$ cat src/hdl/rmp_pkg.sv
`default_nettype none
// shared constants for reset and mirror park control
package rmp_pkg;
   // =====================================================
   // clock and timing
   localparam int unsigned CLK_MHZ = 125;                    // core clock rate
   localparam int unsigned FAST_PARK_US = 40;                // fast park time budget
   localparam int unsigned FAST_PARK_CYC = FAST_PARK_US * CLK_MHZ;  // longest, exact product
   localparam int unsigned NORM_PARK_MS = 20;                // normal park upper bound
   localparam int unsigned NORM_PARK_CYC = NORM_PARK_MS * 1000 * CLK_MHZ;
   localparam int unsigned REQ_HOLD_MS = 200;                // least level hold of request
   localparam int unsigned REQ_HOLD_CYC = REQ_HOLD_MS * 1000 * CLK_MHZ;
   localparam int unsigned QUIET_MS = 500;                   // config bus quiet time
   localparam int unsigned QUIET_CYC = QUIET_MS * 1000 * CLK_MHZ;
   localparam int unsigned INIT_CYC_DEF = 64;                // self-configuration length
   localparam int unsigned CNT_W = 32;                       // timer width
   // =====================================================
   // pin group widths and reset values
   localparam int unsigned GP_W = 15;                        // general pins 19:05
   localparam logic [14:0] GP_RST = 15'h0000;                // general pins output level
   // =====================================================
   // controller states
   typedef enum logic [2:0] {
      RMP_ST_INIT,          // self-configuration running
      RMP_ST_WAIT_PARK,     // waiting for fast park input high
      RMP_ST_RUN,           // normal operation
      RMP_ST_NORM_PARK,     // slow mirror park
      RMP_ST_FAST_PARK,     // quick mirror park
      RMP_ST_PARKED         // mirrors parked, drive off
   } rmp_state_t;
endpackage
`default_nettype wire

$ cat src/hdl/rmp_timer.sv
`default_nettype none
// =====================================================
// down counter: load on start, done pulse at zero
module rmp_timer #(
   parameter int unsigned W = 32                     // counter width
) (
   input wire logic i_core_clk,                      // core clock
   input wire logic i_rst,                           // async reset, active high
   input wire logic i_start,                         // load and run
   input wire logic i_stop,                          // abandon count
   input wire logic [W-1:0] i_load,                  // cycles to count
   output logic o_busy,                              // counting
   output logic o_done                               // one-cycle pulse at end
);
   logic [W-1:0] cnt_ff;                             // remaining cycles
   logic busy_ff;                                    // running flag
   logic done_ff;                                    // end pulse
   // count process; start beats stop so a restart is never lost
   always_ff @(posedge i_core_clk or posedge i_rst) begin
      if (i_rst) begin
         cnt_ff <= '0;
         busy_ff <= 1'b0;
         done_ff <= 1'b0;
      end else begin
         done_ff <= 1'b0;
         if (i_start) begin
            cnt_ff <= i_load;
            busy_ff <= 1'b1;
         end else if (i_stop) begin
            busy_ff <= 1'b0;
         end else if (busy_ff) begin
            if (cnt_ff <= W'(1)) begin
               busy_ff <= 1'b0;
               done_ff <= 1'b1;
            end else begin
               cnt_ff <= cnt_ff - W'(1);
            end
         end
      end
   end
   assign o_busy = busy_ff;
   assign o_done = done_ff;
endmodule
`default_nettype wire

$ cat src/hdl/rmp_ctrl.sv
`default_nettype none
// Overview of operation
// - start self-configuration on reset rising edge
// - tri-state serial, sync and general pins
// - light select and drive enable low
// - no output active during reset
// - normal operation only with fast park high
// - normal park completes within 20 ms
// - unused bidirectional pins drive after reset
// - park request low parks; 200 ms levels
// - host interrupt shows init, tri-state in reset
module rmp_ctrl
   import rmp_pkg::*;
#(
   parameter int unsigned INIT_CYC = INIT_CYC_DEF,    // self-configuration cycles
   parameter int unsigned FAST_CYC = FAST_PARK_CYC,   // fast park cycles
   parameter int unsigned NORM_CYC = NORM_PARK_CYC,   // normal park cycles
   parameter int unsigned QUIET_CYCLES = QUIET_CYC,   // config bus quiet cycles
   parameter int unsigned HOLD_CYCLES = REQ_HOLD_CYC  // request level filter
) (
   input wire logic i_core_clk,                        // core clock 125 MHz
   input wire logic i_rst,                             // async reset, active high
   input wire logic i_power_on_reset_n,                // power-on reset pin, active low
   input wire logic i_fast_park_n,                     // fast park pin, active low
   input wire logic i_normal_park_request_n,           // normal park request, active low
   input wire logic i_io_supply_ok,                    // related I/O supply present
   input wire logic i_gp_unused_drive,                 // drive unused general pins
   input wire logic [rmp_pkg::GP_W-1:0] i_gp_out,      // general pin output values
   output logic o_serial_oe,                           // serial and select pins drive enable
   output logic o_sync_oe,                             // sync outputs drive enable
   output logic [rmp_pkg::GP_W-1:0] o_gp_oe,           // general pins drive enable
   output logic [rmp_pkg::GP_W-1:0] o_gp_o,            // general pins output level
   output logic o_light_source_select_1,               // light source select
   output logic o_mirror_drive_enable_n,               // mirror drive enable, high while driving
   output logic o_host_irq_o,                          // host interrupt level
   output logic o_host_irq_oe,                         // host interrupt drive enable
   output logic o_config_bus_open,                     // config bus may be used
   output logic o_mirrors_parked,                      // mirrors in park
   output logic o_running                              // normal operation
);
   import rmp_pkg::*;

   // =====================================================
   // input edge tracking
   logic por_d_ff;                 // last reset pin level
   logic prq_d_ff;                 // last park request level
   logic por_rise;                 // reset pin released this cycle
   logic in_por;                   // reset pin asserted
   assign in_por = ~i_power_on_reset_n;
   assign por_rise = i_power_on_reset_n & ~por_d_ff;

   // reset pin history cleared low so a high pin at reset release counts; request history cleared high
   always_ff @(posedge i_core_clk or posedge i_rst) begin
      if (i_rst) begin
         por_d_ff <= 1'b0;
         prq_d_ff <= 1'b1;
      end else begin
         por_d_ff <= i_power_on_reset_n;
         prq_d_ff <= i_normal_park_request_n;
      end
   end

   // =====================================================
   // timers
   rmp_state_t st_ff;              // controller state
   rmp_state_t nxt_st;             // next state
   logic ph_start;                 // phase timer start
   logic [CNT_W-1:0] ph_load;      // phase timer length
   logic ph_done;                  // phase timer end
   logic q_start;                  // quiet timer start
   logic q_done;                   // quiet timer end
   logic quiet_ok_ff;              // quiet period elapsed

   rmp_timer #(.W(CNT_W)) u_phase (
      .i_core_clk(i_core_clk),
      .i_rst(i_rst),
      .i_start(ph_start),
      .i_stop(in_por),
      .i_load(ph_load),
      .o_busy(),
      .o_done(ph_done)
   );

   // quiet period restarts whenever either pin is low
   assign q_start = in_por | ~i_fast_park_n;
   rmp_timer #(.W(CNT_W)) u_quiet (
      .i_core_clk(i_core_clk),
      .i_rst(i_rst),
      .i_start(q_start),
      .i_stop(1'b0),
      .i_load(CNT_W'(QUIET_CYCLES)),
      .o_busy(),
      .o_done(q_done)
   );

   // quiet flag: drop on any reset or fast park, set at timer end
   always_ff @(posedge i_core_clk or posedge i_rst) begin
      if (i_rst) begin
         quiet_ok_ff <= 1'b0;
      end else if (q_start) begin
         quiet_ok_ff <= 1'b0;
      end else if (q_done) begin
         quiet_ok_ff <= 1'b1;
      end
   end

   // =====================================================
   // request level filter: level must hold before it is obeyed
   logic [CNT_W-1:0] hold_ff;      // cycles since last request edge
   logic req_low_ff;               // filtered park request
   always_ff @(posedge i_core_clk or posedge i_rst) begin
      if (i_rst) begin
         hold_ff <= '0;
         req_low_ff <= 1'b0;
      end else if (i_normal_park_request_n != prq_d_ff) begin
         hold_ff <= '0;
      end else if (hold_ff < CNT_W'(HOLD_CYCLES)) begin
         hold_ff <= hold_ff + CNT_W'(1);
      end else begin
         req_low_ff <= ~i_normal_park_request_n;
      end
   end

   // =====================================================
   // state machine; reset pin forces init from any state
   always_comb begin
      nxt_st = st_ff;
      ph_start = 1'b0;
      ph_load = '0;
      if (in_por) begin
         nxt_st = RMP_ST_INIT;
      end else begin
         case (st_ff)
            RMP_ST_INIT: begin
               if (por_rise) begin
                  ph_start = 1'b1;
                  ph_load = CNT_W'(INIT_CYC);
               end else if (ph_done) begin
                  nxt_st = RMP_ST_WAIT_PARK;
               end
            end
            RMP_ST_WAIT_PARK: begin
               if (i_fast_park_n) begin
                  nxt_st = RMP_ST_RUN;
               end
            end
            RMP_ST_RUN: begin
               if (!i_fast_park_n) begin
                  nxt_st = RMP_ST_FAST_PARK;
                  ph_start = 1'b1;
                  ph_load = CNT_W'(FAST_CYC);
               end else if (req_low_ff) begin
                  nxt_st = RMP_ST_NORM_PARK;
                  ph_start = 1'b1;
                  ph_load = CNT_W'(NORM_CYC);
               end
            end
            RMP_ST_NORM_PARK: begin
               if (!i_fast_park_n) begin
                  nxt_st = RMP_ST_FAST_PARK;
                  ph_start = 1'b1;
                  ph_load = CNT_W'(FAST_CYC);
               end else if (ph_done) begin
                  nxt_st = RMP_ST_PARKED;
               end
            end
            RMP_ST_FAST_PARK: begin
               if (ph_done) begin
                  nxt_st = RMP_ST_PARKED;
               end
            end
            RMP_ST_PARKED: begin
               // leave park only with fast park high and request released
               if (i_fast_park_n && !req_low_ff) begin
                  nxt_st = RMP_ST_RUN;
               end
            end
            default: begin
               nxt_st = RMP_ST_INIT;
            end
         endcase
      end
   end

   // state register
   always_ff @(posedge i_core_clk or posedge i_rst) begin
      if (i_rst) begin
         st_ff <= RMP_ST_INIT;
      end else begin
         st_ff <= nxt_st;
      end
   end

   // =====================================================
   // output registers; computed from next state so pins follow reset pin
   // in the same edge rather than a cycle late
   logic nxt_run;                  // next normal operation
   assign nxt_run = (nxt_st == RMP_ST_RUN) & ~in_por;

   always_ff @(posedge i_core_clk or posedge i_rst) begin
      if (i_rst) begin
         o_serial_oe <= 1'b0;
         o_sync_oe <= 1'b0;
         o_gp_oe <= GP_RST;
         o_gp_o <= GP_RST;
      end else begin
         o_serial_oe <= ~in_por;
         o_sync_oe <= ~in_por;
         // unused general pins drive out after release only with i_gp_unused_drive high, so those inputs do not float
         o_gp_oe <= (in_por || !i_gp_unused_drive) ? GP_RST : ~GP_RST;
         o_gp_o <= in_por ? GP_RST : i_gp_out;
      end
   end

   // light source and mirror drive, low during reset with supply present
   always_ff @(posedge i_core_clk or posedge i_rst) begin
      if (i_rst) begin
         o_light_source_select_1 <= 1'b0;
         o_mirror_drive_enable_n <= 1'b0;
      end else begin
         o_light_source_select_1 <= nxt_run & i_io_supply_ok;
         // drive enable is held low (inactive reset of mirrors) in reset, without supply, and in init and parked states
         o_mirror_drive_enable_n <= ~in_por & i_io_supply_ok
                                    & (nxt_st != RMP_ST_PARKED)
                                    & (nxt_st != RMP_ST_INIT);
      end
   end

   // host interrupt: high while auto-init runs, falls when done
   always_ff @(posedge i_core_clk or posedge i_rst) begin
      if (i_rst) begin
         o_host_irq_o <= 1'b0;
         o_host_irq_oe <= 1'b0;
      end else begin
         o_host_irq_oe <= ~in_por;
         o_host_irq_o <= ~in_por & (nxt_st == RMP_ST_INIT);
      end
   end

   // status outputs
   always_ff @(posedge i_core_clk or posedge i_rst) begin
      if (i_rst) begin
         o_config_bus_open <= 1'b0;
         o_mirrors_parked <= 1'b0;
         o_running <= 1'b0;
      end else begin
         o_config_bus_open <= quiet_ok_ff & ~q_start & ~in_por;
         o_mirrors_parked <= ~in_por & (nxt_st == RMP_ST_PARKED);
         o_running <= nxt_run;
      end
   end
endmodule
`default_nettype wire

$ cat config.mk
export PLATFORM = sky130hd
export DESIGN_NAME = rmp_ctrl
export DESIGN_NICKNAME = d
export VERILOG_FILES = /design/src/hdl/rmp_pkg.sv /design/src/hdl/rmp_timer.sv /design/src/hdl/rmp_ctrl.sv
export SDC_FILE = /design/constraint.sdc
export NUM_CORES = 1
export LEC_CHECK = 0
export BUFFER_PORTS_ARGS = -buffer_cell sky130_fd_sc_hd__buf_2
export CORE_MARGIN = 4
export CORE_UTILIZATION = 40
export CTS_BUF_LIST = sky130_fd_sc_hd__clkbuf_4 sky130_fd_sc_hd__clkbuf_8
export DETAILED_ROUTE_END_ITERATION = 6
export PLACE_DENSITY_LB_ADDON = 0.25
export SYNTH_ARGS = -nofsm -noshare
export SYNTH_HDL_FRONTEND = slang
export SYNTH_SLANG_ARGS = --single-unit
$ cat constraint.sdc
create_clock -name i_core_clk -period 4.7 [get_ports i_core_clk]
set_clock_uncertainty 0.1 [all_clocks]
set_input_delay 0.235 -clock i_core_clk [delete_from_list [all_inputs] [get_ports i_core_clk]]
set_output_delay 0.235 -clock i_core_clk [all_outputs]
set_load 0.01 [all_outputs]
-- Word-level counts from Yosys, hierarchy flattened
Cells that the tools add are included.
- register bits: 143
- input bits: 22
- $add $sub $neg: 3
- magnitude comparators: 3
- equality and inequality tests: 11
- muxes and demuxes: 49
- bitwise operators: 18
- reductions and logical operators: 15
- operators with widths (kind ; count):
    $mux W32 ; 10
    $pmux W22 S3 ; 1
    $le A32 B1 Y1 const B ; 2
    $sub A32 B1 Y32 const B ; 2
    $mux W22 ; 2
    $add A32 B1 Y32 const B ; 1
    $lt A32 B25 Y1 const B ; 1
    $mux W15 ; 2
    $mux W3 ; 9
    $mux W1 ; 21
    $pmux W3 S6 ; 1
    $mux W13 ; 1
    $and A1 B1 Y1 ; 10
    $reduce_bool A2 Y1 ; 5
    $eq A3 B2 Y1 const B ; 3
    $eq A3 B3 Y1 const B ; 3
    $mux W7 ; 1
    $not A1 Y1 ; 7
    $logic_not A3 Y1 ; 2
    $ne A2 B2 Y1 const B ; 2
    $reduce_and A2 Y1 ; 2
    $eq A3 B1 Y1 const B ; 1
    $ne A3 B3 Y1 const B ; 1
    $pmux W1 S3 ; 1
    7 further kinds ; 8

-- Longest topological paths before layout
Gate-level depths: netlist of run 1.
- depth in word-level cells: 8
- gate-level depth with buffers: 9
- mapped depth without buffers: 7

-- Modules after synthesis
Synthesis of run 1 repeated with hierarchy kept, for this count alone.
- cells, all modules: 775
- area, all modules: 7079.3 µm²
- modules (own cells, without submodules) (module ; instances ; cells an instance ; area an instance (µm²) ; seq. area each (µm²)):
    rmp_timer ; 2 ; 251 ; 2140.8 ; 850.8
    rmp_ctrl ; 1 ; 273 ; 2797.7 ; 1527.7

-- Worst setup path before layout of run 1
OpenSTA, ideal clock, no wires.
- path type: reg-to-reg
- start point: register u_quiet.cnt_ff[3]
- end point: register u_quiet.cnt_ff[30]
- arrival time: 2.537 ns
- data required time: 4.522 ns
- path slack: 1.985 ns
- stages on the path, launching flop included: 8
- buffers on the path: 2
- period minus slack after synthesis: 2.715 ns
- path through: dfrtp_1 -> or4_1 -> buf_2 -> or4_1 -> buf_2 -> or4_4 -> or3_1 -> a21oi_1
- cells in the longest elaborated chain, start to end: 4
- elaborated cells on any way between the ends: 7
- ends and longest elaborated chain (what ; RTL line ; RTL):
    from (decl) ; rmp_timer.sv:15 ; logic [W-1:0] cnt_ff;
    from (signal assigned) ; rmp_timer.sv:27 ; cnt_ff <= i_load;
    from (signal assigned) ; rmp_timer.sv:36 ; cnt_ff <= cnt_ff - W'(1);
    $sub A32 B1 Y32 ; rmp_timer.sv:36 ;
    $mux W32 ; rmp_timer.sv:32 ; if (cnt_ff <= W'(1)) begin
    $mux W32 ; rmp_timer.sv:31 ; end else if (busy_ff) begin
    $mux W32 ; rmp_timer.sv:26 ; if (i_start) begin
Parallel ways exist; a longest one is shown, timed or not. The select of a mux whose other input is x is not followed.
A chain may end at the register's enable or synchronous reset.

-- Worst setup path in the final report of run 1
- start point: register u_phase.cnt_ff[11]
- end point: register u_phase.cnt_ff[30]
- cells in the longest elaborated chain, start to end: 5
- elaborated cells on any way between the ends: 8
- ends and longest elaborated chain (what ; RTL line ; RTL):
    from (decl) ; rmp_timer.sv:15 ;
    from (signal assigned) ; rmp_timer.sv:27 ;
    from (signal assigned) ; rmp_timer.sv:36 ;
    $sub A32 B1 Y32 ; rmp_timer.sv:36 ;
    $mux W32 ; rmp_timer.sv:32 ;
    $mux W32 ; rmp_timer.sv:31 ;
    $mux W32 ; rmp_timer.sv:29 ; end else if (i_stop) begin
    $mux W32 ; rmp_timer.sv:26 ;
Parallel ways exist; a longest one is shown, timed or not. The select of a mux whose other input is x is not followed.

==> results.md, run 1 <==
- Hold Path Origin: i_power_on_reset_n
- 1st-iter DRT viols: approximately 340
- Total Routing Usage GR: 0.168
- Leak Pwr: between 3 and 4 nW
- #FFs+latches synth: roughly 130
- Cells after Synth: roughly 690
- Endpoints failing hold: 0
- Max rail drop VDD: between 200 and 300 uV
- Antenna violations before repair: 0
- Longest Clk Path Bufs: 2
- Worst hold stages: 1
- Initial Util: 0.413
- Fraction of layout cells with a size suffix above 1: 0.156
- GPL Wtd Cong: approximately 0.8
- Hold Crit Class: input pin to flop
- Minimum clock period after layout: slightly above 3 ns
- P&R area growth vs syn: 15.5%
- Die width: between 100 and 150 um
- Worst r2r src: u_phase.cnt_ff[11]
- Main synth FF type: dfrtp_1
- Worst-path clk slew: about 0.070 ns
- ANT nets after route: 0
- Fin crit share: 0.656
- Die Span Y: ~140 um
- RR Endpoint: u_phase.cnt_ff[30]
- Worst r2r path cells: 5
- Final Slew Violations: 0
- Reg2Reg Setup Slack: roughly 1.6 ns
- WP data arrival: between 3 and 4 ns
- Setup TNS: 0 ns
- YS warnings: 0
- Commonest cells after routing, fill and taps aside: dfrtp_1, buf_2, a21oi_1, or4_1, or3_1
- Clock sink count: between 100 and 150
- Vias per Instance: around 5.7
- RSZ-0062 raised after global routing: false
- Final wirelength: 15000 um
- Critical path required time: 4.94 ns
- Standard-cell rows: 46
- Status: finished clean
- Max Cap Viol: 0
- Num ports: 61
- Vias in the first global route: between 5000 and 6000
- Inserted Diodes: 0
- DIE AREA: 18600 um^2
- Startpoint Class: flop
- Library cells used by synthesis: 55
- Max H-tree Level: 4
- Fmax: 0.324 GHz
- Remaining Overflow, GRT: 0
- Crit end category: flop
- Hold EP: o_host_irq_oe
- WL per Instance: around 16 um
- DRC: 0
- CTS root buffer: clkbuf_8
- DR pass1 iterations: 5
- Commonest non-fill, non-tap cell in the layout: dfrtp_1
- Max Fanout on Critical Path: 9
- Crit Path Class: flop to flop
- Slew headroom: 0.355
- Core ar.: about 16000 um^2
- Via count: 5513
- Avg Cell Area, Syn: ~9.6 um^2
- First-pass GRT wire length: around 26000 um
- Final Net Count: between 700 and 800
- Post-CTS Resized: 0
- Largest net degree at the start of global routing: between 60 and 70
- Measured slew at the worst slew-check pin: around 0.96 ns
- Syn_nets: roughly 710
- Total power per unit cell area: between 300 and 400 nW/um^2
- Post-Synthesis Cell Area: approximately 6600 um^2
- Port bufs: 60
- Setup violators final: 0
- Total CTS buffers: 17
- CTS tree: done
- Dpl hpwl: around 9900 um
- Clk_lat worst skew: between 0.4 and 0.5 ns
- Hold Slack: around 0.045 ns
- Asr flop ratio synth: 1.00
- Post-synth EDFFs: 0
- Seq/Total Area, Yosys: 0.489
[cell families (layout without fill, tap and decap cells)]
logic type                 Yosys count  count (layout)  share of synthesized area
and+or+nand+nor                    294             294                      0.266
AOI/OAI and AO/OA                  178             178                      0.169
DFF                                129             129                      0.489
buffers and inverters               67             131                     0.0481
xor gates and xnor gates            13              13                     0.0172
adders and majority gates            5               5                    0.00948
muxes                                1               1                    0.00152
[worst max path at each step]
stage,from,end,slack (ns),cells past startpoint
2_1_floorplan,i_rst,hold_ff[0],0.93,1
3_3_place_gp,u_phase.cnt_ff[11],u_phase.cnt_ff[30],1.84,5
3_5_place_dp,u_phase.cnt_ff[11],u_phase.cnt_ff[30],1.71,5
4_1_cts,u_phase.cnt_ff[11],u_phase.cnt_ff[30],1.66,5
5_1_grt,u_phase.cnt_ff[11],u_phase.cnt_ff[30],1.44,5
6_report,u_phase.cnt_ff[11],u_phase.cnt_ff[30],1.62,5
[metrics by stage]
| step | worst slack [ns] | std cells | util | power (mW) | area [um^2] |
|---|---|---|---|---|---|
| after floorplan | 0.926 | 687 | - | 1.38 | 6600 |
| final | 1.62 | 967 | 0.477 | 2.58 | 7620 |
| after global placement | 1.84 | 916 | 0.435 | 1.45 | 6950 |
| after global routing | 1.44 | 967 | 0.477 | 2.71 | 7620 |
| after CTS | 1.66 | 967 | 0.477 | 2.62 | 7620 |
| after detailed placement | 1.71 | 916 | 0.435 | 1.46 | 6950 |
[synth_stat cells, types with 6 or more instances]
cell type,number,share of area
dfrtp_1,128,0.49
a21oi_1,55,0.042
or3_1,47,0.045
or4_1,47,0.053
o21ai_0,38,0.029
o31ai_1,32,0.036
clkbuf_1,31,0.018
nor2_1,30,0.017
and2_1,28,0.027
nand2_1,26,0.015
nand3_1,25,0.019
nor3_1,18,0.014
buf_4,16,0.018
nor4_1,16,0.015
inv_1,15,0.0085
a31oi_1,14,0.013
nand4_1,13,0.012
and3_1,12,0.011
xnor2_1,10,0.013
or2_2,9,0.0085
a211oi_1,7,0.0080
nand2b_1,6,0.0057
[timing repair]
item | in CTS | in global routing
endpoints found under the hold margin | 83 | 0
buffers inserted | 0 | 0
hold buffers | 19 | 0
[layer usage]
| layer | wire length [um] | global-route usage | part of all wire | vias up |
|---|---|---|---|---|
| met3 | 443 | 0.0418 | 0.030 | 13 |
| met1 | 6940 | 0.220 | 0.46 | 2726 |
| met2 | 7480 | 0.280 | 0.50 | 87 |
| li1 | - | - | - | 2687 |
| met4 | 130 | 0.0426 | 0.0087 | 0 |
| met5 | 0 | 0 | 0 | - |
[power breakdown]
group	internal [mW]	switching [mW]	leakage, nW	total, mW
combinational	0.0983	0.164	1.21	0.262
sequential	1.15	0.0358	1.68	1.18
clock	0.714	0.423	0.240	1.14
[state kept, by name (all words and copies together), names as in the netlist, 3 cells and up]
signal          flops
u_quiet.cnt_ff     32
u_phase.cnt_ff     32
o_gp_o             15
st_ff               3
hold_ff            32
[cell type report]
cell class                      count  area (um^2)
Clock buffer                       21          270
Timing Repair Buffer               84          528
Tap cell                          216          270
Fill cell                        1525         8380
Inverter                           15         58.8
Multi-Input combinational cell    491         3060
Sequential cell                   129         3230
Clock inverter                     11          210
[critical path: stages (launching register included)]
cell and delay [ns]:
dfrtp_1 0.44, or4_1 0.65, nor4_4 0.51, o2111ai_1 0.51, or4_1 0.62, a21oi_1 0.16
Power figures use the tool's default switching activity.
==> run 2, diff against run 1 <==
- clock period: 4.7 -> 2.5 ns (I/O delays scaled with it)
==> results.md, run 2 (synthesis gave the netlist of run 1 again) <==
- FILL cells: around 1500
- Minimum clock period after layout: around 2.6 ns
- Crit Path Class: flop to flop
- Dpl hpwl: between 10000 and 15000 um
- Final wirelength: roughly 17000 um
- Inserted Diodes: 0
- Crit end category: flop
- DRT met1 WL: 7320 um
- Leak Pwr: around 3.6 nW
- RR Endpoint: u_quiet.cnt_ff[30]
- ANT nets after route: 0
- Commonest non-fill, non-tap cell in the layout: dfrtp_1
- Total CTS buffers: 17
- DR pass1 iterations: 4
- Final Instance Area: between 8000 and 9000 um^2
- Finished Layout Cells: roughly 1000
- 1st-iter DRT viols: between 300 and 400
- Setup violators final: 7
- Largest regs: hold_ff (32), u_phase.cnt_ff (32), u_quiet.cnt_ff (32)
- Fin crit share: 1.02
- CTS root buffer: clkbuf_8
- Fraction of layout cells with a size suffix above 1: 0.283
- Hold Slack: ~0.32 ns
- Critical-path cell list: or4_4 > or4_4 > or4_4 > or3_4 > a21oi_2
- Num ports: slightly above 60
- RSZ-0062 raised after global routing: true
- Max Fanout on Critical Path: 3
- Die Span Y: between 100 and 150 um
- Commonest cells after routing, fill and taps aside: dfrtp_1, buf_4, buf_2, a21oi_1, or3_1
- Failing checks: setup timing
- Slowest-stage cell, CP: or4_4
- Largest net degree at the start of global routing: between 100 and 150
- Critical path required time: between 2 and 3 ns
- Met3 WL: 673 um
- Vias per Instance: 5.71
- Max rail drop VDD: 372 uV
- Final Slew Violations: 0
- WL met2: 8440 um
- Via count: around 6000
- Slowest stage delay, CP: 0.55 ns
- Slew headroom: 0.466
- Status: finished, violations left
- Total power per unit cell area: 591 nW/um^2
- Longest Clk Path Bufs: 2
- Clock sink count: about 130
- Dpl cells: ~980
- Max Cap Viol: 0
- Initial Util: 0.413
- First-pass GRT wire length: between 20000 and 30000 um
- Port bufs: 60
- Reg2Reg Setup Slack: -0.05 ns
- Fmax: around 0.4 GHz
- Worst-path clk slew: around 0.08 ns
- DRC: 0
- Overall Power: approximately 5.0 mW
- Core ar.: around 16000 um^2
- Clk_lat worst skew: about 0.45 ns
- WP data arrival: ~2.8 ns
- Vias in the first global route: between 5000 and 6000
- Hold Crit Class: input pin to async pin
- GPL Wtd Cong: 0.851
- Antenna violations before repair: 0
- Endpoints failing hold: 0
- Max H-tree Level: 4
- Highest routed layer: met4
- Cell area after placement: between 7000 and 8000 um^2
- CP dominant cell by count: or4_4
- Startpoint Class: flop
- Worst r2r path cells: 5
- Dpl ws: -0.187 ns
- WL per Instance: ~16 um
- Total Routing Usage GR: 0.180
- Worst r2r src: u_quiet.cnt_ff[6]
- DIE AREA: between 15000 and 20000 um^2
- Remaining Overflow, GRT: 0
- P&R area growth vs syn: 29.2%
- CTS tree: done
- Standard-cell rows: 46
- Setup ws final: -0.0511 ns
- Measured slew at the worst slew-check pin: roughly 0.80 ns
- Die width: between 100 and 150 um
- Final Net Count: 841
==> run 2: what timing repair did <==
action                                  CTS  global route
pin swaps                                 9            19
resized for setup                        21            31
cloned                                    1             0
hold buffers                             21             0
hold endpoints to repair                150             0
endpoints found under the setup margin   22            45
setup buffers                             7             5
==> run 2: final cells by class <==
class | instances | area [um^2] | share of cell area
clock inverter | 12 | 205 | 0.0241
multi-input combinational | 492 | 3360 | 0.394
timing repair buffer | 159 | 1130 | 0.132
tap | 216 | 270 | 0.0317
inverter | 15 | 60.1 | 0.00704
clock buffer | 20 | 275 | 0.0323
sequential | 129 | 3230 | 0.379
==> run 2: worst max-delay path: cells and delay by family (launching register included) <==
family             cells  cell delay (ns)
and+or+nand+nor        4             1.87
DFF                    1             0.38
AOI/OAI and AO/OA      1             0.13
==> run 2: how the worst max path moves through the flow <==
stage	startpoint	slack, ns	end	cells past startpoint
2_1_floorplan	u_quiet.cnt_ff[3]	-0.20	u_quiet.cnt_ff[30]	7
6_report	u_quiet.cnt_ff[6]	-0.05	u_quiet.cnt_ff[30]	5
4_1_cts	u_quiet.cnt_ff[9]	-0.04	u_quiet.cnt_ff[30]	5
3_3_place_gp	u_quiet.cnt_ff[3]	-0.10	u_quiet.cnt_ff[30]	5
3_5_place_dp	u_quiet.cnt_ff[7]	-0.19	u_quiet.cnt_ff[30]	5
5_1_grt	u_quiet.cnt_ff[6]	-0.09	u_quiet.cnt_ff[30]	5
==> run 2: per-layer routing <==
layer / global-route usage / vias up
li1: - / 2854
met1: 0.225 / 2933
met2: 0.305 / 147
met3: 0.0426 / 18
met4: 0.0622 / 0
met5: 0 / -
==> run 2: metrics by stage <==
stage	utilization	TNS [ns]
finish	0.533	-0.117
global route	0.533	-0.826
CTS	0.520	-0.120
detailed placement	0.467	-1.02
global placement	0.467	-0.229
floorplan	-	-0.425
==> run 2: power by group <==
group          internal [mW]  switching (mW)  total, mW
combinational          0.317           0.388      0.705
sequential              2.16          0.0538       2.21
clock                   1.27           0.853       2.12
==> run 3, diff against run 2 <==
- ABC_AREA: default -> 1
==> results.md, run 3 <==
- Hold Crit Class: input pin to async pin
- Most frequent cell after synthesis: nand2_1
- Cells after Synth: between 1000 and 1500
- RSZ-0062 raised after global routing: false
- DR pass1 iterations: 5
- Clk_lat worst skew: 0.46 ns
- Initial Util: 0.409
- Longest Clk Path Bufs: 2
- Critical path required time: 2.80 ns
- Slew headroom: 0.641
- Register area: about 3200 um^2
- Leak Pwr: ~4.6 nW
- Commonest cells after routing, fill and taps aside: nand2_1, nor2_1, dfrtp_1, nand3_1, inv_1
- Die width: 150 um
- Minimum clock period after layout: roughly 2.3 ns
- Commonest non-fill, non-tap cell in the layout: nand2_1
- Fin crit share: 0.938
- Syn_nets: 1198
- Library cells used by synthesis: slightly above 40
- Total CTS buffers: 17
- Max Cap Viol: 0
- Synth area leader: dfrtp_1
- Fmax: approximately 0.43 GHz
- Asr flop ratio synth: 1.00
- CTS tree: done
- Largest cells by area after synthesis: dfrtp_1, nand2_1, nor2_1
- Area of the multi-input gates: 4080 um^2
- Seq/Total Area, Yosys: 0.403
- Max rail drop VDD: 371 uV
- Core ar.: approximately 20000 um^2
- Post-Synthesis Cell Area: 8010 um^2
- WL per Instance: roughly 13 um
- Total setup buffers inserted after CTS: 0
- Inserted Diodes: 0
- Remaining Overflow, GRT: 0
- Vias in the first global route: around 6900
- Avg Cell Area, Syn: around 6.8 um^2
- First-pass GRT wire length: 33700 um
- Finished Layout Cells: 1522
- Dpl cells: between 1000 and 1500
- DIE AREA: 22400 um^2
- Clock sink count: approximately 130
- Setup TNS: 0 ns
- Vias per Instance: 4.86
- Main synth FF type: dfrtp_1
- 1st-iter DRT viols: 441
- Status: finished clean
- Dpl ws: around 0.21 ns
- Max Fanout on Critical Path: 20
- Overall Power: 6.78 mW
- FILL cells: 1976
- Crit Path Class: flop to flop
- Startpoint Class: flop
- Post-synth top cells: nand2_1, nor2_1, dfrtp_1
- Largest net degree at the start of global routing: 46
- Antenna violations before repair: 0
- Max H-tree Level: 4
- Total power per unit cell area: 746 nW/um^2
- Worst r2r src: u_phase.cnt_ff[0]
- Final wirelength: approximately 20000 um
- Via count: around 7400
- Final Net Count: around 1300
- WP data arrival: roughly 2.6 ns
- YS warnings: 0
- Yosys top cell area share: 0.400
- Crit end category: flop
- GPL Wtd Cong: around 0.93
- DRC: 0
- Total Routing Usage GR: 0.186
- CTS root buffer: clkbuf_8
- Standard-cell rows: approximately 50
- Num ports: 61
- Setup ws final: about 0.15 ns
- Crit. Startpoint: u_phase.cnt_ff[0]
- Post-synth EDFFs: 0
- Final Slew Violations: 0
- Die Span Y: ~150 um
- Port bufs: 60
- ANT nets after route: 0
- #FFs+latches synth: ~130
- Largest regs: hold_ff (32), u_phase.cnt_ff (32), u_quiet.cnt_ff (32)
- Endpoints failing hold: 0
- Worst-path clk slew: approximately 0.09 ns
- P&R area growth vs syn: 13.4%
- Dpl hpwl: about 14000 um
- Fraction of layout cells with a size suffix above 1: 0.116
- Setup violators final: 0
- Measured slew at the worst slew-check pin: 0.537 ns
[run 3: changes by cell type after synthesis, moves of 20 or more]
| cell | delta |
|---|---|
| or3_1 | -47 |
| or4_1 | -47 |
| xor2_1 | +22 |
| nand4_1 | +20 |
| inv_1 | +89 |
| nand3_1 | +81 |
| nand2_1 | +368 |
| o31ai_1 | -32 |
| a21oi_1 | -54 |
| clkbuf_1 | -24 |
| nor2_1 | +193 |
| and2_1 | -26 |
[run 3: cell families (layout without fill, tap and decap cells)]
group | Yosys count | count (layout) | synth area share
flip-flops | 129 | 129 | 0.403
AND/OR/NAND/NOR | 796 | 797 | 0.420
XOR/XNOR | 35 | 35 | 0.0383
adder cells (fa/ha/maj) | 5 | 5 | 0.00781
buffers and inverters | 152 | 237 | 0.0893
AO/OA/AOI/OAI | 54 | 54 | 0.0414
[run 3: per-stage QoR]
step	hold slack [ns]	utilization	cell area, um^2
3_3_place_gp	0.0186	0.433	8480
4_1_cts	0.0737	0.463	9080
6_report	0.0744	0.464	9090
2_1_floorplan	0.0295	-	8020
5_1_grt	0.0966	0.464	9090
3_5_place_dp	0.0200	0.433	8480
[run 3: timing repair]
| action | in CTS | in global routing |
|---|---|---|
| resized for setup | 0 | 0 |
| endpoints found under the hold margin | 113 | 0 |
| hold buffers | 21 | 0 |
| endpoints found under the setup margin | 0 | 3 |
[run 3: layout make-up]
class                           count  share of cell area
Sequential cell                   129               0.355
Inverter                          107              0.0449
Clock buffer                       18              0.0266
Timing Repair Buffer               98              0.0716
Clock inverter                     14              0.0161
Tap cell                          265              0.0365
Multi-Input combinational cell    891               0.449
[run 3: worst max-delay path, stage by stage, from the launching register on]
cell	delay, ns
dfrtp_1	0.41
inv_1	0.16
ha_1	0.34
nand2_2	0.14
nand2_1	0.12
nand3_2	0.11
nor2_4	0.19
nor2_8	0.11
nor2_4	0.40
nand2_1	0.10
nand2_1	0.09
[run 3: report_power, final]
part	switching, mW	internal [mW]	leakage [nW]
Sequential	0.253	2.28	1.68
Clock	0.965	0.829	0.186
Combinational	1.67	0.786	2.73
[run 3: layer usage]
metal,vias up,track usage,share of wire
li1,3812,-,-
met1,3386,0.253,0.48
met2,185,0.294,0.44
met3,21,0.0454,0.059
met4,0,0.0554,0.016
met5,-,0,0
[run 3: path summary, 6_finish.rpt]
check	slack [ns]	endpoint	cells after the start
max in group asynchronous	1.43	u_phase.cnt_ff[3]	4
worst max register to register	0.15	u_phase.cnt_ff[13]	10
worst min-delay path	0.07	hold_ff[19]	3
min in group i_core_clk	0.12	o_running	5
worst max-delay path	0.15	u_phase.cnt_ff[13]	10
worst min register to register	0.36	quiet_ok_ff	1
